$ cat config.mk
export PLATFORM = sky130hd
export DESIGN_NAME = tcwu_timer
export DESIGN_NICKNAME = d
export VERILOG_FILES = /design/src/design/tcwu_pkg.sv /design/src/design/tcwu_timer.sv
export VERILOG_INCLUDE_DIRS = /design/src /design/src/design
export SDC_FILE = /design/constraint.sdc
export NUM_CORES = 1
export LEC_CHECK = 0
export ABC_AREA = 1
export BUFFER_PORTS_ARGS = -buffer_cell sky130_fd_sc_hd__buf_2
export CAP_MARGIN = 20
export CORE_MARGIN = 2
export CORE_UTILIZATION = 49
export CTS_CLUSTER_DIAMETER = 100
export DETAILED_ROUTE_END_ITERATION = 7
export GPL_ROUTABILITY_DRIVEN = 0
export GPL_TIMING_DRIVEN = 0
export HOLD_SLACK_MARGIN = 0.12
export PLACE_DENSITY = 0.81
export SLEW_MARGIN = 20
export SYNTH_ARGS = -nofsm -noshare
export SYNTH_HDL_FRONTEND = slang
export SYNTH_SLANG_ARGS = --single-unit
$ cat constraint.sdc
create_clock -name core_clk -period 2 [get_ports core_clk]
set_input_delay 0.5 -clock core_clk [delete_from_list [all_inputs] [get_ports core_clk]]
set_output_delay 0.5 -clock core_clk [all_outputs]
set_load 0.01 [all_outputs]
$ cat src/design/tcwu_consts.svh
`ifndef TCWU_CONSTS_SVH
`define TCWU_CONSTS_SVH
`define TCWU_ADDR_CTRL 4'h0
`define TCWU_ADDR_CNT 4'h4
`define TCWU_ADDR_CMP 4'h8
`define TCWU_ADDR_FLAG 4'hc
`define TCWU_ADDR_PORT 5'h10
`define TCWU_CTRL_FORCE 7
`define TCWU_CTRL_WGM_HI 6
`define TCWU_CTRL_COM_HI 5
`define TCWU_CTRL_COM_LO 4
`define TCWU_CTRL_WGM_LO 3
`define TCWU_FLAG_OVF 0
`define TCWU_FLAG_CMP 1
`define TCWU_PORT_DATA 0
`define TCWU_PORT_DIR 1
`define TCWU_CNT_MAX 8'hff
`define TCWU_CNT_BOTTOM 8'h00
`define TCWU_RST_LATCH 1'b0
`endif

$ cat src/design/tcwu_pkg.sv
package tcwu_pkg;
   typedef enum logic [1:0] {
      TCWU_NORMAL,
      TCWU_PHASE,
      TCWU_CLEAR_ON_MATCH,
      TCWU_FAST_PWM
   } tcwu_wave_t;
   typedef enum logic [1:0] {
      TCWU_COM_OFF,
      TCWU_COM_TOGGLE,
      TCWU_COM_CLEAR,
      TCWU_COM_SET
   } tcwu_com_t;
endpackage

$ cat src/design/tcwu_timer.sv
`timescale 1ns/1ps
`include "tcwu_consts.svh"
module tcwu_timer (
   input wire logic core_clk,
   input wire logic rst_n,
   input wire logic timerTick,
   input wire logic [31:0] wb_adr_i,
   input wire logic [31:0] wb_dat_i,
   output logic [31:0] wb_dat_o,
   input wire logic [3:0] wb_sel_i,
   input wire logic wb_we_i,
   input wire logic wb_cyc_i,
   input wire logic wb_stb_i,
   output logic wb_ack_o,
   output logic wb_err_o,
   output logic pinOut,
   output logic pinOe,
   output logic compareOutputLatch,
   output logic overflowFlag,
   output logic compareFlag
);
   logic [1:0] waveMode_r;
   logic [1:0] outMode_r;
   logic [7:0] counter_r;
   logic [7:0] compareValue_r;
   logic [7:0] compareBuf_r;
   logic latch_r;
   logic ovf_r;
   logic cmpf_r;
   logic portData_r;
   logic portDir_r;
   logic block_r;
   logic matchPend_r;
   logic ack_r;
   logic err_r;
   logic [31:0] rdata_r;
   logic pinOut_r;
   logic pinOe_r;

   wire req = wb_cyc_i & wb_stb_i & ~ack_r & ~err_r;
   wire lane0 = wb_sel_i[0];
   wire [7:0] wbyte = wb_dat_i[7:0];
   wire selCtrl = wb_adr_i[4:0] == {1'b0, `TCWU_ADDR_CTRL};
   wire selCnt = wb_adr_i[4:0] == {1'b0, `TCWU_ADDR_CNT};
   wire selCmp = wb_adr_i[4:0] == {1'b0, `TCWU_ADDR_CMP};
   wire selFlag = wb_adr_i[4:0] == {1'b0, `TCWU_ADDR_FLAG};
   wire selPort = wb_adr_i[4:0] == `TCWU_ADDR_PORT;
   wire mapped = (selCtrl | selCnt | selCmp | selFlag | selPort) & (wb_adr_i[31:5] == 27'h0);
   wire wrEn = req & mapped & wb_we_i & lane0;
   wire wrCtrl = wrEn & selCtrl;
   wire wrCnt = wrEn & selCnt;
   wire wrCmp = wrEn & selCmp;
   wire wrFlag = wrEn & selFlag;
   wire wrPort = wrEn & selPort;

   wire isNormal = waveMode_r == tcwu_pkg::TCWU_NORMAL;
   wire isClr = waveMode_r == tcwu_pkg::TCWU_CLEAR_ON_MATCH;
   wire isFast = waveMode_r == tcwu_pkg::TCWU_FAST_PWM;
   wire isPwm = waveMode_r[0];
   wire atMax = counter_r == `TCWU_CNT_MAX;
   // comparator sees the active register; match is blocked after a counter write
   wire rawMatch = counter_r == compareValue_r;
   wire match = rawMatch & ~block_r;
   wire tickMatch = timerTick & match;
   // counter sequence depends on waveform mode and, in clear-on-match, on the compare match
   wire clrOnMatch = isClr & match;
   wire wrapToBottom = atMax | clrOnMatch;
   wire [7:0] cntNext = wrapToBottom ? `TCWU_CNT_BOTTOM : counter_r + 8'h01;
   // overflow on max to bottom in normal, clear-on-match and fast pwm
   wire ovfEvent = timerTick & atMax & (isNormal | isClr | isFast);
   wire bottomEvent = timerTick & isFast & atMax;
   // compare at max in fast pwm with clear or set mode: match ignored, only bottom action, so level stays
   wire pwmMatchOk = ~(compareValue_r == `TCWU_CNT_MAX && outMode_r[1]);
   // strobe written with a new mode acts with that new mode, not the old one
   wire forceNow = wrCtrl & wbyte[`TCWU_CTRL_FORCE] & ~wbyte[`TCWU_CTRL_WGM_LO];
   wire [1:0] actMode = forceNow ? wbyte[`TCWU_CTRL_COM_HI:`TCWU_CTRL_COM_LO] : outMode_r;

   logic latchNxt;
   always_comb begin
      latchNxt = latch_r;
      if (forceNow | tickMatch & ~isPwm) begin
         case (actMode)
            tcwu_pkg::TCWU_COM_TOGGLE: latchNxt = ~latch_r;
            tcwu_pkg::TCWU_COM_CLEAR: latchNxt = 1'b0;
            tcwu_pkg::TCWU_COM_SET: latchNxt = 1'b1;
            default: latchNxt = latch_r;
         endcase
      end else if (isFast & tickMatch & pwmMatchOk) begin
         case (outMode_r)
            tcwu_pkg::TCWU_COM_TOGGLE: latchNxt = ~latch_r;
            tcwu_pkg::TCWU_COM_CLEAR: latchNxt = 1'b0;
            tcwu_pkg::TCWU_COM_SET: latchNxt = 1'b1;
            default: latchNxt = latch_r;
         endcase
      end else if (bottomEvent) begin
         case (outMode_r)
            tcwu_pkg::TCWU_COM_CLEAR: latchNxt = 1'b1;
            tcwu_pkg::TCWU_COM_SET: latchNxt = 1'b0;
            default: latchNxt = latch_r;
         endcase
      end
   end

   // bottom spike with compare at zero: set at bottom, cleared on the match one tick later
   wire [31:0] rdataNxt = selCtrl ? {24'h0, 1'b0, waveMode_r[1], outMode_r, waveMode_r[0], 3'h0} :
      selCnt ? {24'h0, counter_r} :
      selCmp ? {24'h0, isPwm ? compareBuf_r : compareValue_r} :
      selFlag ? {30'h0, cmpf_r, ovf_r} :
      selPort ? {30'h0, portDir_r, portData_r} : 32'h0;
   wire ovfClr = wrFlag & wbyte[`TCWU_FLAG_OVF];
   wire cmpClr = wrFlag & wbyte[`TCWU_FLAG_CMP];
   wire cmpSet = matchPend_r & timerTick;
   // a pending match is counted per tick; set beats clear
   wire pendNxt = timerTick ? tickMatch : matchPend_r | tickMatch;

   always_ff @(posedge core_clk) begin
      if (!rst_n) begin
         waveMode_r <= 2'h0;
         outMode_r <= 2'h0;
         portData_r <= 1'b0;
         portDir_r <= 1'b0;
      end else begin
         if (wrCtrl) begin
            waveMode_r <= {wbyte[`TCWU_CTRL_WGM_HI], wbyte[`TCWU_CTRL_WGM_LO]};
            outMode_r <= wbyte[`TCWU_CTRL_COM_HI:`TCWU_CTRL_COM_LO];
         end
         if (wrPort) begin
            portData_r <= wbyte[`TCWU_PORT_DATA];
            portDir_r <= wbyte[`TCWU_PORT_DIR];
         end
      end
   end

   always_ff @(posedge core_clk) begin
      if (!rst_n) begin
         counter_r <= 8'h00;
         block_r <= 1'b0;
      end else begin
         if (wrCnt) begin
            counter_r <= wbyte;
         end else if (timerTick) begin
            counter_r <= cntNext;
         end
         // block holds until one timer tick has passed after the write
         if (wrCnt) begin
            block_r <= 1'b1;
         end else if (timerTick) begin
            block_r <= 1'b0;
         end
      end
   end

   always_ff @(posedge core_clk) begin
      if (!rst_n) begin
         compareValue_r <= 8'h00;
         compareBuf_r <= 8'h00;
      end else begin
         if (wrCmp) begin
            compareBuf_r <= wbyte;
         end
         if (wrCmp & ~isPwm) begin
            compareValue_r <= wbyte;
         end else if (isPwm & timerTick & atMax) begin
            compareValue_r <= compareBuf_r;
         end else if (!isPwm && !wrCmp && compareValue_r != compareBuf_r) begin
            compareValue_r <= compareValue_r;
         end
      end
   end

   always_ff @(posedge core_clk) begin
      if (!rst_n) begin
         latch_r <= `TCWU_RST_LATCH;
         ovf_r <= 1'b0;
         cmpf_r <= 1'b0;
         matchPend_r <= 1'b0;
      end else begin
         latch_r <= latchNxt;
         ovf_r <= ovfEvent | ovf_r & ~ovfClr;
         cmpf_r <= cmpSet | cmpf_r & ~cmpClr;
         matchPend_r <= pendNxt;
      end
   end

   always_ff @(posedge core_clk) begin
      if (!rst_n) begin
         ack_r <= 1'b0;
         err_r <= 1'b0;
         rdata_r <= 32'h0;
         pinOut_r <= 1'b0;
         pinOe_r <= 1'b0;
      end else begin
         ack_r <= req & mapped;
         err_r <= req & ~mapped;
         rdata_r <= rdataNxt;
         // override from mode field alone, direction stays with the port
         pinOut_r <= (|outMode_r) ? latchNxt : portData_r;
         pinOe_r <= portDir_r;
      end
   end

   assign wb_ack_o = ack_r;
   assign wb_err_o = err_r;
   assign wb_dat_o = rdata_r;
   assign pinOut = pinOut_r;
   assign pinOe = pinOe_r;
   assign compareOutputLatch = latch_r;
   assign overflowFlag = ovf_r;
   assign compareFlag = cmpf_r;
endmodule

==> impl_metrics.csv, run 1 <==
group,metric,value,unit
critical_path,worstPathMaxFanout,5,
critical_path,crit_type,"flop to flop",
routing,drt_pass1_iterations,5,
cells_and_area,diodes,0,
min_path,hold_class,"flop to flop",
critical_path,startpoint_type,"flop",
grt,grt_pass1_vias,2778,
clocking,cts.sinks,47,
critical_path,cp_top_family,"simple AND/OR/NAND/NOR gates",
cells_and_area,fin_nets,617,
die,start_util,51.3,%
cells_and_area,fin_cells,615,
routing,routed_wl,8.08,mm
cells_and_area,fin_util,62.4,%
synthesis,yosys_warnings,0,
die,die-area,6460,um2
clocking,clkLatencyLatePin,0.31,ns
power,power_frac_clock,32.3,%
timing,holdWs,0.447,ns
routing,routedWlPerCell,13.1,um
synthesis,async_flop_share,0,%
synthesis,synth_xor_area_share,2.14,%
timing,fin_tns_setup,0,ns
die,die_h,80.4,um
clocking,cts_hold_buf,0,
synthesis,avgSynthCellArea,6.35,um2
timing,fmax,523,MHz
synthesis,synth_top_family_by_area,"simple AND/OR/NAND/NOR gates",
placed_design,port_buffers,60,
clocking,htree_levels,2,
status,run_status,"completed",
cells_and_area,syn_to_final_growth,21.7,%
die,io-pin-count,113,
job,cap_violations,0,
power,power.density,506,nW/um2
grt,antenna_found_initial,0,
synthesis,synth_compound_area_share,14.6,%
placed_design,place_area,3340,um2
critical_path,crit_chain,"ha_1 -> nand3_2 -> nor2_2 -> nand3b_1 -> nor2_4 -> nand2_1 -> nand2_1 -> nand3_1 -> nand3_1 -> nand3_1 -> nand2_1 -> inv_1",
critical_path,end_kind,"flop",
synthesis,yosys.area_share.simple,32.4,%
synthesis,syn-cell-area,2860,um2
placed_design,hpwl,6.30,mm
critical_path,crit_arrival,2.13,ns
synthesis,synthMuxAreaShare,0,%
placed_design,dp_slack,-0.182,ns
cells_and_area,fin_area,3480,um2
critical_path,worst-path-buf-inv,1,
timing,finalClockSkew,0.00908,ns
critical_path,crit_required,2.22,ns
critical_path,reg2reg_depth,12,
routing,drc,0,
clocking,cts_buffers,5,
min_path,whs_path_depth,2,
cells_and_area,layout_commonest_cell,"nand2_1",
power,intPower,1.29,mW
die,core_area,5570,um2
power,power.switching,471,uW
die,die_w,80.4,um
timing,report.final.slew_viol_count,0,
power,switching_share,26.8,%
timing,fin_crit,1.91,ns
synthesis,yosysUniqueCellTypes,33,
grt,grt_pass1_wl,12.9,mm
grt,grt-ovfl-total,0,
cells_and_area,drive_above_1_share,22.3,%
routing,vias,3140,
power,p_leak,1.84,nW
clocking,root_buffer,"clkbuf_8",
critical_path,crit_cells,12,
critical_path,slowest_stage,"dfxtp_2",
critical_path,max_stage_delay,0.39,ns
synthesis,synthAdderAreaFrac,0.438,%
synthesis,synth_flop_cell,"dfxtp_1",
routing,drt_iter0_drc,292,
power,irDropWorstVdd,379,uV
synthesis,netlist_instances,450,
grt,grt_use_total,25.9,%
power,seqPwrFrac,54.5,%
routing,viasPerCell,5.11,
die,rows,27,
timing,fin_crit_sh,95.6,%
power,p_total,1.76,mW
power,comb_power_share,13.2,%
clocking,clk_pin_slew,0.09,ns
placed_design,dp_cells,605,
timing,hold_viol,0,
synthesis,synth-edff-count,0,
routing,ant_nets,0,
clocking,cts_tree,"yes",
timing,setup_slack,0.0887,ns
synthesis,synth-seq-cells,47,
timing,final-setup-viol-count,0,
cells_and_area,final_cell_mix,"nand2_1, inv_1, buf_2",
grt,grt_max_degree,15,
clocking,cts_buffer_depth,2,
cells_and_area,n_fill_cell,534,
synthesis,synth_seq_area_share,32.9,%
## layer usage
metal | global-route usage, % | share of wire (%) | vias to the layer above
li1 | - | - | 1551
met1 | 33.6 | 41 | 1391
met2 | 41.3 | 47 | 167
met3 | 5.51 | 8.8 | 31
met4 | 11.2 | 3.0 | 0
met5 | 0 | 0 | -
## final timing paths
| kind | end | slack (ns) | start |
|---|---|---|---|
| worst max-delay path | pinOut | 0.09 | counter_r[1] |
| worst min-delay path | pinOe | 0.45 | portDir_r |
| worst max register to register | pinOut | 0.09 | counter_r[1] |
| worst min register to register | pinOe | 0.45 | portDir_r |
## synthesized netlist by cell type, types with 2 or more instances
| cell | n | area (um2) |
|---|---|---|
| nand2_1 | 112 | 420 |
| inv_1 | 69 | 259 |
| dfxtp_1 | 47 | 941 |
| nor2_1 | 46 | 173 |
| a21oi_1 | 34 | 170 |
| nand3_1 | 28 | 140 |
| o21ai_0 | 28 | 140 |
| buf_4 | 24 | 180 |
| nor3_1 | 7 | 35.0 |
| o21ai_1 | 6 | 30.0 |
| xor2_1 | 6 | 52.6 |
| clkbuf_1 | 5 | 18.8 |
| nor2_2 | 5 | 31.3 |
| nand4_1 | 4 | 25.0 |
| o31ai_1 | 3 | 22.5 |
| a41oi_1 | 2 | 17.5 |
| buf_2 | 2 | 10.0 |
| buf_6 | 2 | 22.5 |
| nand2_4 | 2 | 22.5 |
| nand3_2 | 2 | 20.0 |
| nand3b_1 | 2 | 15.0 |
| o221ai_1 | 2 | 17.5 |
| o22ai_1 | 2 | 12.5 |
## cell families after synthesis
logic type                 count (synthesis)
xor gates and xnor gates                   7
other                                      1
adders and majority gates                  1
AOI/OAI and AO/OA                         78
and+or+nand+nor                          212
buffers and inverters                    104
DFF                                       47
## power groups by stage
stage               registers [mW]  clock network (mW)  logic [mW]
floorplan                    0.978                   0       0.138
global placement             0.980                   0       0.218
detailed placement           0.981                   0       0.222
CTS                          0.959               0.579       0.223
global route                 0.960               0.617       0.257
finish                       0.959               0.568       0.231
## state kept, by name (all words and copies together) (netlist names), named ones only
register	count
portDir_r	1
block_r	1
compareOutputLatch	1
overflowFlag	1
wb_err_o	1
compareFlag	1
wb_ack_o	1
counter_r	8
waveMode_r	2
wb_dat_o	8
pinOe	1
compareValue_r	8
outMode_r	2
compareBuf_r	8
pinOut	1
portData_r	1
## worst register-to-register path, stage by stage, from the launching register on
cell and delay, ns:
dfxtp_2 0.39, ha_1 0.21, nand3_2 0.10, nor2_2 0.16, nand3b_1 0.16, nor2_4 0.24
nand2_1 0.11, nand2_1 0.10, nand3_1 0.08, nand3_1 0.11, nand3_1 0.07, nand2_1 0.06
inv_1 0.03
## final cells by class
type	instances	area (um2)	share of cell area, %
Clock buffer	6	72.6	2.09
Tap cell	72	90.1	2.59
Buffer	33	231	6.65
Clock inverter	2	12.5	0.360
Multi-Input combinational cell	322	1540	44.3
Sequential cell	47	948	27.3
Inverter	71	267	7.66
Timing Repair Buffer	62	315	9.06
## timing repair
action | 4_1_cts | 5_1_grt
setup buffers | 0 | 2
gates resized for setup | 3 | 12
pin swaps | 0 | 1
endpoints found under the hold margin | 0 | 0
endpoints found under the setup margin | 8 | 17
Note: power is estimated with default switching activity, not from simulation.
==> run 2: changes to the inputs <==
Settings changed: PLACE_DENSITY 0.81 to 0.78.
==> run 2 against run 1 <==
- wire length is 1.4% lower
- setup slack better by 0.030 ns
- utilization up 0.25 points
- cell count down 0.16%
- clock skew barely moved
- power is 9.5% higher
- sequential share of layout area is 0.21 points lower
- critical path depth is 2 lower
==> impl_metrics.csv, run 2 (synthesis gave the netlist of run 1 again) <==
group,metric,value,unit
status,run_status,"completed",
timing,fmax,532,MHz
timing,fin_crit,1.88,ns
placed_design,dp_cells,605,
cells_and_area,layout_commonest_cell,"nand2_1",
cells_and_area,fin_nets,616,
routing,ant_nets,0,
timing,holdWs,0.469,ns
critical_path,crit_type,"flop to flop",
cells_and_area,final_cell_mix,"nand2_1, inv_1, buf_2",
routing,routedWlPerCell,13.0,um
critical_path,end_kind,"flop",
min_path,hold_class,"flop to flop",
cells_and_area,diodes,0,
grt,grt_pass1_vias,2734,
critical_path,startpoint_type,"flop",
grt,grt_pass1_wl,12.8,mm
clocking,cts_buffers,5,
clocking,cts_tree,"yes",
critical_path,crit_arrival,2.07,ns
grt,grt-ovfl-total,0,
clocking,clk_pin_slew,0.09,ns
die,core_area,5570,um2
power,p_leak,1.86,nW
timing,final-setup-viol-count,0,
timing,rsz0062_at_grt,"false",
cells_and_area,fin_cells,614,
die,io-pin-count,113,
cells_and_area,drive_above_1_share,21.6,%
clocking,htree_levels,2,
die,die-area,6460,um2
die,start_util,51.3,%
clocking,cts.sinks,47,
routing,routed_wl,7.97,mm
timing,hold_viol,0,
power,irDropWorstVdd,554,uV
die,die_h,80.4,um
power,power.density,551,nW/um2
placed_design,hpwl,6.20,mm
routing,drt_iter0_drc,336,
timing,finalClockSkew,0.00864,ns
clocking,root_buffer,"clkbuf_8",
clocking,cts_buffer_depth,2,
critical_path,crit_required,2.19,ns
routing,viasPerCell,5.16,
power,p_total,1.93,mW
grt,grt_max_degree,15,
routing,vias,3169,
routing,drc,0,
critical_path,worstPathMaxFanout,8,
critical_path,r2r_slack,0.12,ns
clocking,clkLatencyLatePin,0.31,ns
clocking,cts_hold_buf,0,
grt,antenna_found_initial,0,
routing,drt_pass1_iterations,5,
timing,fin_crit_sh,94.0,%
cells_and_area,fin_util,62.6,%
timing,fin_tns_setup,0,ns
placed_design,port_buffers,60,
die,rows,27,
cells_and_area,syn_to_final_growth,22.1,%
timing,report.final.slew_viol_count,0,
grt,grt_use_total,25.5,%
die,die_w,80.4,um
job,cap_violations,0,
run 2: routing by layer:
layer  part of all wire (%)  vias up  track usage, %
met1                     40     1404            33.0
met3                     11       30            4.16
met5                      0        -               0
li1                       -     1550               -
met4                    2.2        0            8.81
met2                     47      185            42.8
run 2: per-stage QoR:
step | setup slack [ns] | area, um2
4_1_cts | 0.0328 | 3460
3_5_place_dp | -0.169 | 3340
5_1_grt | 0.00467 | 3490
6_report | 0.119 | 3490
2_1_floorplan | 0.228 | 2950
3_3_place_gp | -0.155 | 3340
run 2: final timing paths:
check	start	endpoint	cells past startpoint
worst min register to register	portDir_r	pinOe	2
worst max register to register	counter_r[0]	compareValue_r[0]	10
worst min-delay path	portDir_r	pinOe	2
worst max-delay path	counter_r[0]	compareValue_r[0]	10
run 2: final cells by class:
type,count,area (um2)
Fill cell,539,2080
Multi-Input combinational cell,322,1530
Sequential cell,47,945
Timing Repair Buffer,61,308
Inverter,71,267
Buffer,33,231
Tap cell,72,90.1
Clock buffer,6,82.6
Clock inverter,2,35.0
run 2: repair_timing:
item | in CTS | in global routing
hold endpoints to repair | 0 | 0
setup endpoints to repair | 8 | 10
gates cloned | 0 | 0
pin swaps | 0 | 1
resized for setup | 3 | 7
setup buffers | 0 | 1
run 2: worst max-delay path, cell delays in order (launching register included):
cell and delay (ns):
dfxtp_2 0.41, ha_1 0.21, nand3_2 0.10, nor2_2 0.16, nand3b_1 0.17, nor2_4 0.23, nand2_4 0.12, nand2_4 0.13
nor2_1 0.05, nor2_1 0.11, nor2_1 0.06
run 2: report_power, final:
part	leakage (nW)	switching, mW	internal [mW]	total, mW
Clock	0.0612	0.334	0.405	0.739
Combinational	1.42	0.129	0.0980	0.227
Sequential	0.381	0.0135	0.946	0.960
Total	1.86	0.477	1.45	1.93
==> run 3: changes to the inputs <==
Settings changed: ABC_AREA 1 to unset, CORE_UTILIZATION 49 to 48, PLACE_DENSITY 0.78 to 0.77.
==> run 3 against run 2 <==
- the flow now finishes with violations (negative setup slack)
- first-iteration DRC count down 20%
- count of clock-buffer cells in the layout down 1
- critical path depth down 2
- power up 5.8%
- combinational power up 12%
- worst hold slack better by 0.021 ns
- cell count down 20%
- sequential share of layout area down 2.0 points
- utilization up 6.2 points
==> impl_metrics.csv, run 3 <==
group,metric,value,unit
grt,grt_use_total,24.7,%
synthesis,synth-seq-cells,47,
power,seqPwrFrac,46.7,%
routing,drc,0,
die,die_h,79.4,um
timing,rsz0062_at_grt,"true",
status,run_status,"finished with violations",
placed_design,port_buffers,59,
placed_design,dp_cells,474,
clocking,cts_buffers,5,
clocking,cts_buffer_depth,2,
clocking,cts_hold_buf,0,
critical_path,crit_arrival,2.47,ns
clocking,cts_tree,"yes",
timing,fmax,448,MHz
die,core_area,5510,um2
timing,fin_crit,2.23,ns
critical_path,end_kind,"flop",
routing,drt_iter0_drc,268,
clocking,root_buffer,"clkbuf_8",
die,io-pin-count,113,
job,cap_violations,0,
min_path,hold_class,"flop to flop",
timing,report.final.slew_viol_count,0,
clocking,htree_levels,2,
power,irDropWorstVdd,565,uV
power,power.density,538,nW/um2
power,comb_power_share,12.5,%
synthesis,syn-cell-area,2730,um2
power,intPower,1.55,mW
synthesis,yosys.area.top_type_share,34.4,%
die,rows,27,
critical_path,slowest_stage,"or4b_4",
cells_and_area,layout_commonest_cell,"buf_2",
grt,grt-ovfl-total,0,
synthesis,synth-edff-count,0,
synthesis,netlist_instances,320,
critical_path,max_stage_delay,0.60,ns
placed_design,hpwl,5.50,mm
timing,fin_crit_sh,112,%
synthesis,async_flop_share,0,%
critical_path,worstPathMaxFanout,4,
grt,grt_max_degree,16,
routing,viasPerCell,5.55,
critical_path,critPathMostFrequentCell,"buf_6",
cells_and_area,n_fill_cell,439,
synthesis,synth_seq_area_share,34.4,%
timing,slew_headroom,51.2,%
grt,grt_pass1_vias,2522,
cells_and_area,drive_above_1_share,36.9,%
routing,routed_wl,7.93,mm
timing,fin_tns_setup,-3.09,ns
routing,routedWlPerCell,16.2,um
critical_path,crit_type,"input port to flop",
cells_and_area,final_cell_mix,"buf_2, dfxtp_1, nor2_1",
routing,ant_nets,0,
critical_path,crit_required,2.24,ns
cells_and_area,fin_cells,489,
synthesis,synth_largest_area_cell,"dfxtp_1",
die,die-area,6310,um2
timing,finalClockSkew,0.00780,ns
clocking,clk_pin_slew,0.09,ns
die,start_util,49.6,%
timing,setup_slack,-0.232,ns
timing,hold_viol,0,
routing,drt_pass1_iterations,5,
cells_and_area,fin_util,68.8,%
critical_path,crit_chain,"buf_6 -> nor4_4 -> nand4_2 -> or4b_4 -> or3_4 -> buf_6 -> a2bb2oi_2 -> a21oi_1",
cells_and_area,diodes,0,
grt,grt_pass1_wl,12.1,mm
cells_and_area,syn_to_final_growth,38.8,%
timing,worst_slew_pin_slew,0.732,ns
critical_path,startpoint_type,"input port",
synthesis,yosysMostFrequentCell,"dfxtp_1",
timing,final-setup-viol-count,23,
power,switching_share,23.7,%
status,violations,"negative setup slack",
die,die_w,79.4,um
clocking,clkLatencyLatePin,0.31,ns
synthesis,yosysUniqueCellTypes,52,
synthesis,yosys-top-cells-count,"dfxtp_1, nor2_1, mux2i_1",
synthesis,synth.area.top_cells,"dfxtp_1, mux2i_1, buf_4",
routing,vias,2712,
grt,antenna_found_initial,0,
power,power.switching,483,uW
power,power_frac_clock,40.9,%
synthesis,avgSynthCellArea,8.54,um2
cells_and_area,fin_nets,491,
synthesis,synth_flop_cell,"dfxtp_1",
power,p_leak,1.53,nW
clocking,cts.sinks,47,
synthesis,yosys_warnings,0,
run 3: cell count changes after synthesis, sizes merged, moves of 11 or more:
cell,before,now
nand2,115,14
inv,70,8
mux2i,0,28
nand3,30,5
o21ai,34,13
a21oi,34,15
nor2,53,42
run 3: cells by family after synthesis:
group,count (synthesis),share of synthesized area (%)
other,1,0.137
multiplexers,29,10.7
flip-flops,47,34.4
AO/OA/AOI/OAI,62,16.4
adder cells (fa/ha/maj),1,0.458
XOR/XNOR,11,3.53
AND/OR/NAND/NOR,122,24.2
buffers and inverters,47,10.1
run 3: layout make-up:
cell class / instances / area, um2 / share of cell area [%]
plain buffers: 35 / 259 / 6.83
well taps: 72 / 90.1 / 2.38
clock buffers: 5 / 68.8 / 1.82
repair buffers: 70 / 463 / 12.2
inverters: 8 / 30.0 / 0.792
multi-input cells: 249 / 1860 / 49.1
flip-flops and latches: 47 / 950 / 25.0
clock inverters: 3 / 67.6 / 1.78
run 3: metal layers:
| metal | GRT usage, % | vias to the layer above | part of all wire (%) |
|---|---|---|---|
| met5 | 0 | - | 0 |
| met4 | 9.48 | 0 | 2.0 |
| met3 | 2.94 | 22 | 7.1 |
| met2 | 42.7 | 122 | 50 |
| met1 | 31.2 | 1269 | 40 |
| li1 | - | 1299 | - |
run 3: worst max-delay path, delay by kind of cell:
family	cells	cell delay (ns)
AOI/OAI and AO/OA	2	0.23
buffers and inverters	2	0.26
and+or+nand+nor	4	1.48
run 3: power by group through the flow:
stage	Combinational (mW)	Sequential, mW	Clock [mW]
after global routing	0.274	0.952	0.880
after floorplan	0.126	0.971	0
after CTS	0.230	0.950	0.843
after detailed placement	0.213	0.973	0
after global placement	0.209	0.973	0
final	0.254	0.951	0.833
run 3: worst paths after layout:
kind                              startpoint                end  slack, ns  cells past startpoint
worst max-delay path            wb_adr_i[14]  compareValue_r[0]      -0.23                      8
worst min-delay path                    flop               flop       0.49                      2
worst min register to register          flop               flop       0.49                      2
worst max register to register      wb_ack_o  compareValue_r[0]      -0.18                      7
run 3: timing repair:
item | CTS | global route
setup buffers | 8 | 3
endpoints found under the setup margin | 43 | 32
gates cloned | 1 | 0
pin swaps | 13 | 21
gates resized for setup | 39 | 24
endpoints found under the hold margin | 0 | 0
run 3: metrics by stage:
| stage | hold WS (ns) | worst slack [ns] | power (mW) | cell area (um2) |
|---|---|---|---|---|
| after detailed placement | 0.472 | -0.965 | 1.19 | 3290 |
| after floorplan | 0.437 | -0.441 | 1.10 | 2900 |
| final | 0.490 | -0.232 | 2.04 | 3790 |
| after global placement | 0.462 | -0.861 | 1.18 | 3290 |
| after CTS | 0.481 | -0.257 | 2.02 | 3650 |
| after global routing | 0.512 | -0.313 | 2.11 | 3790 |
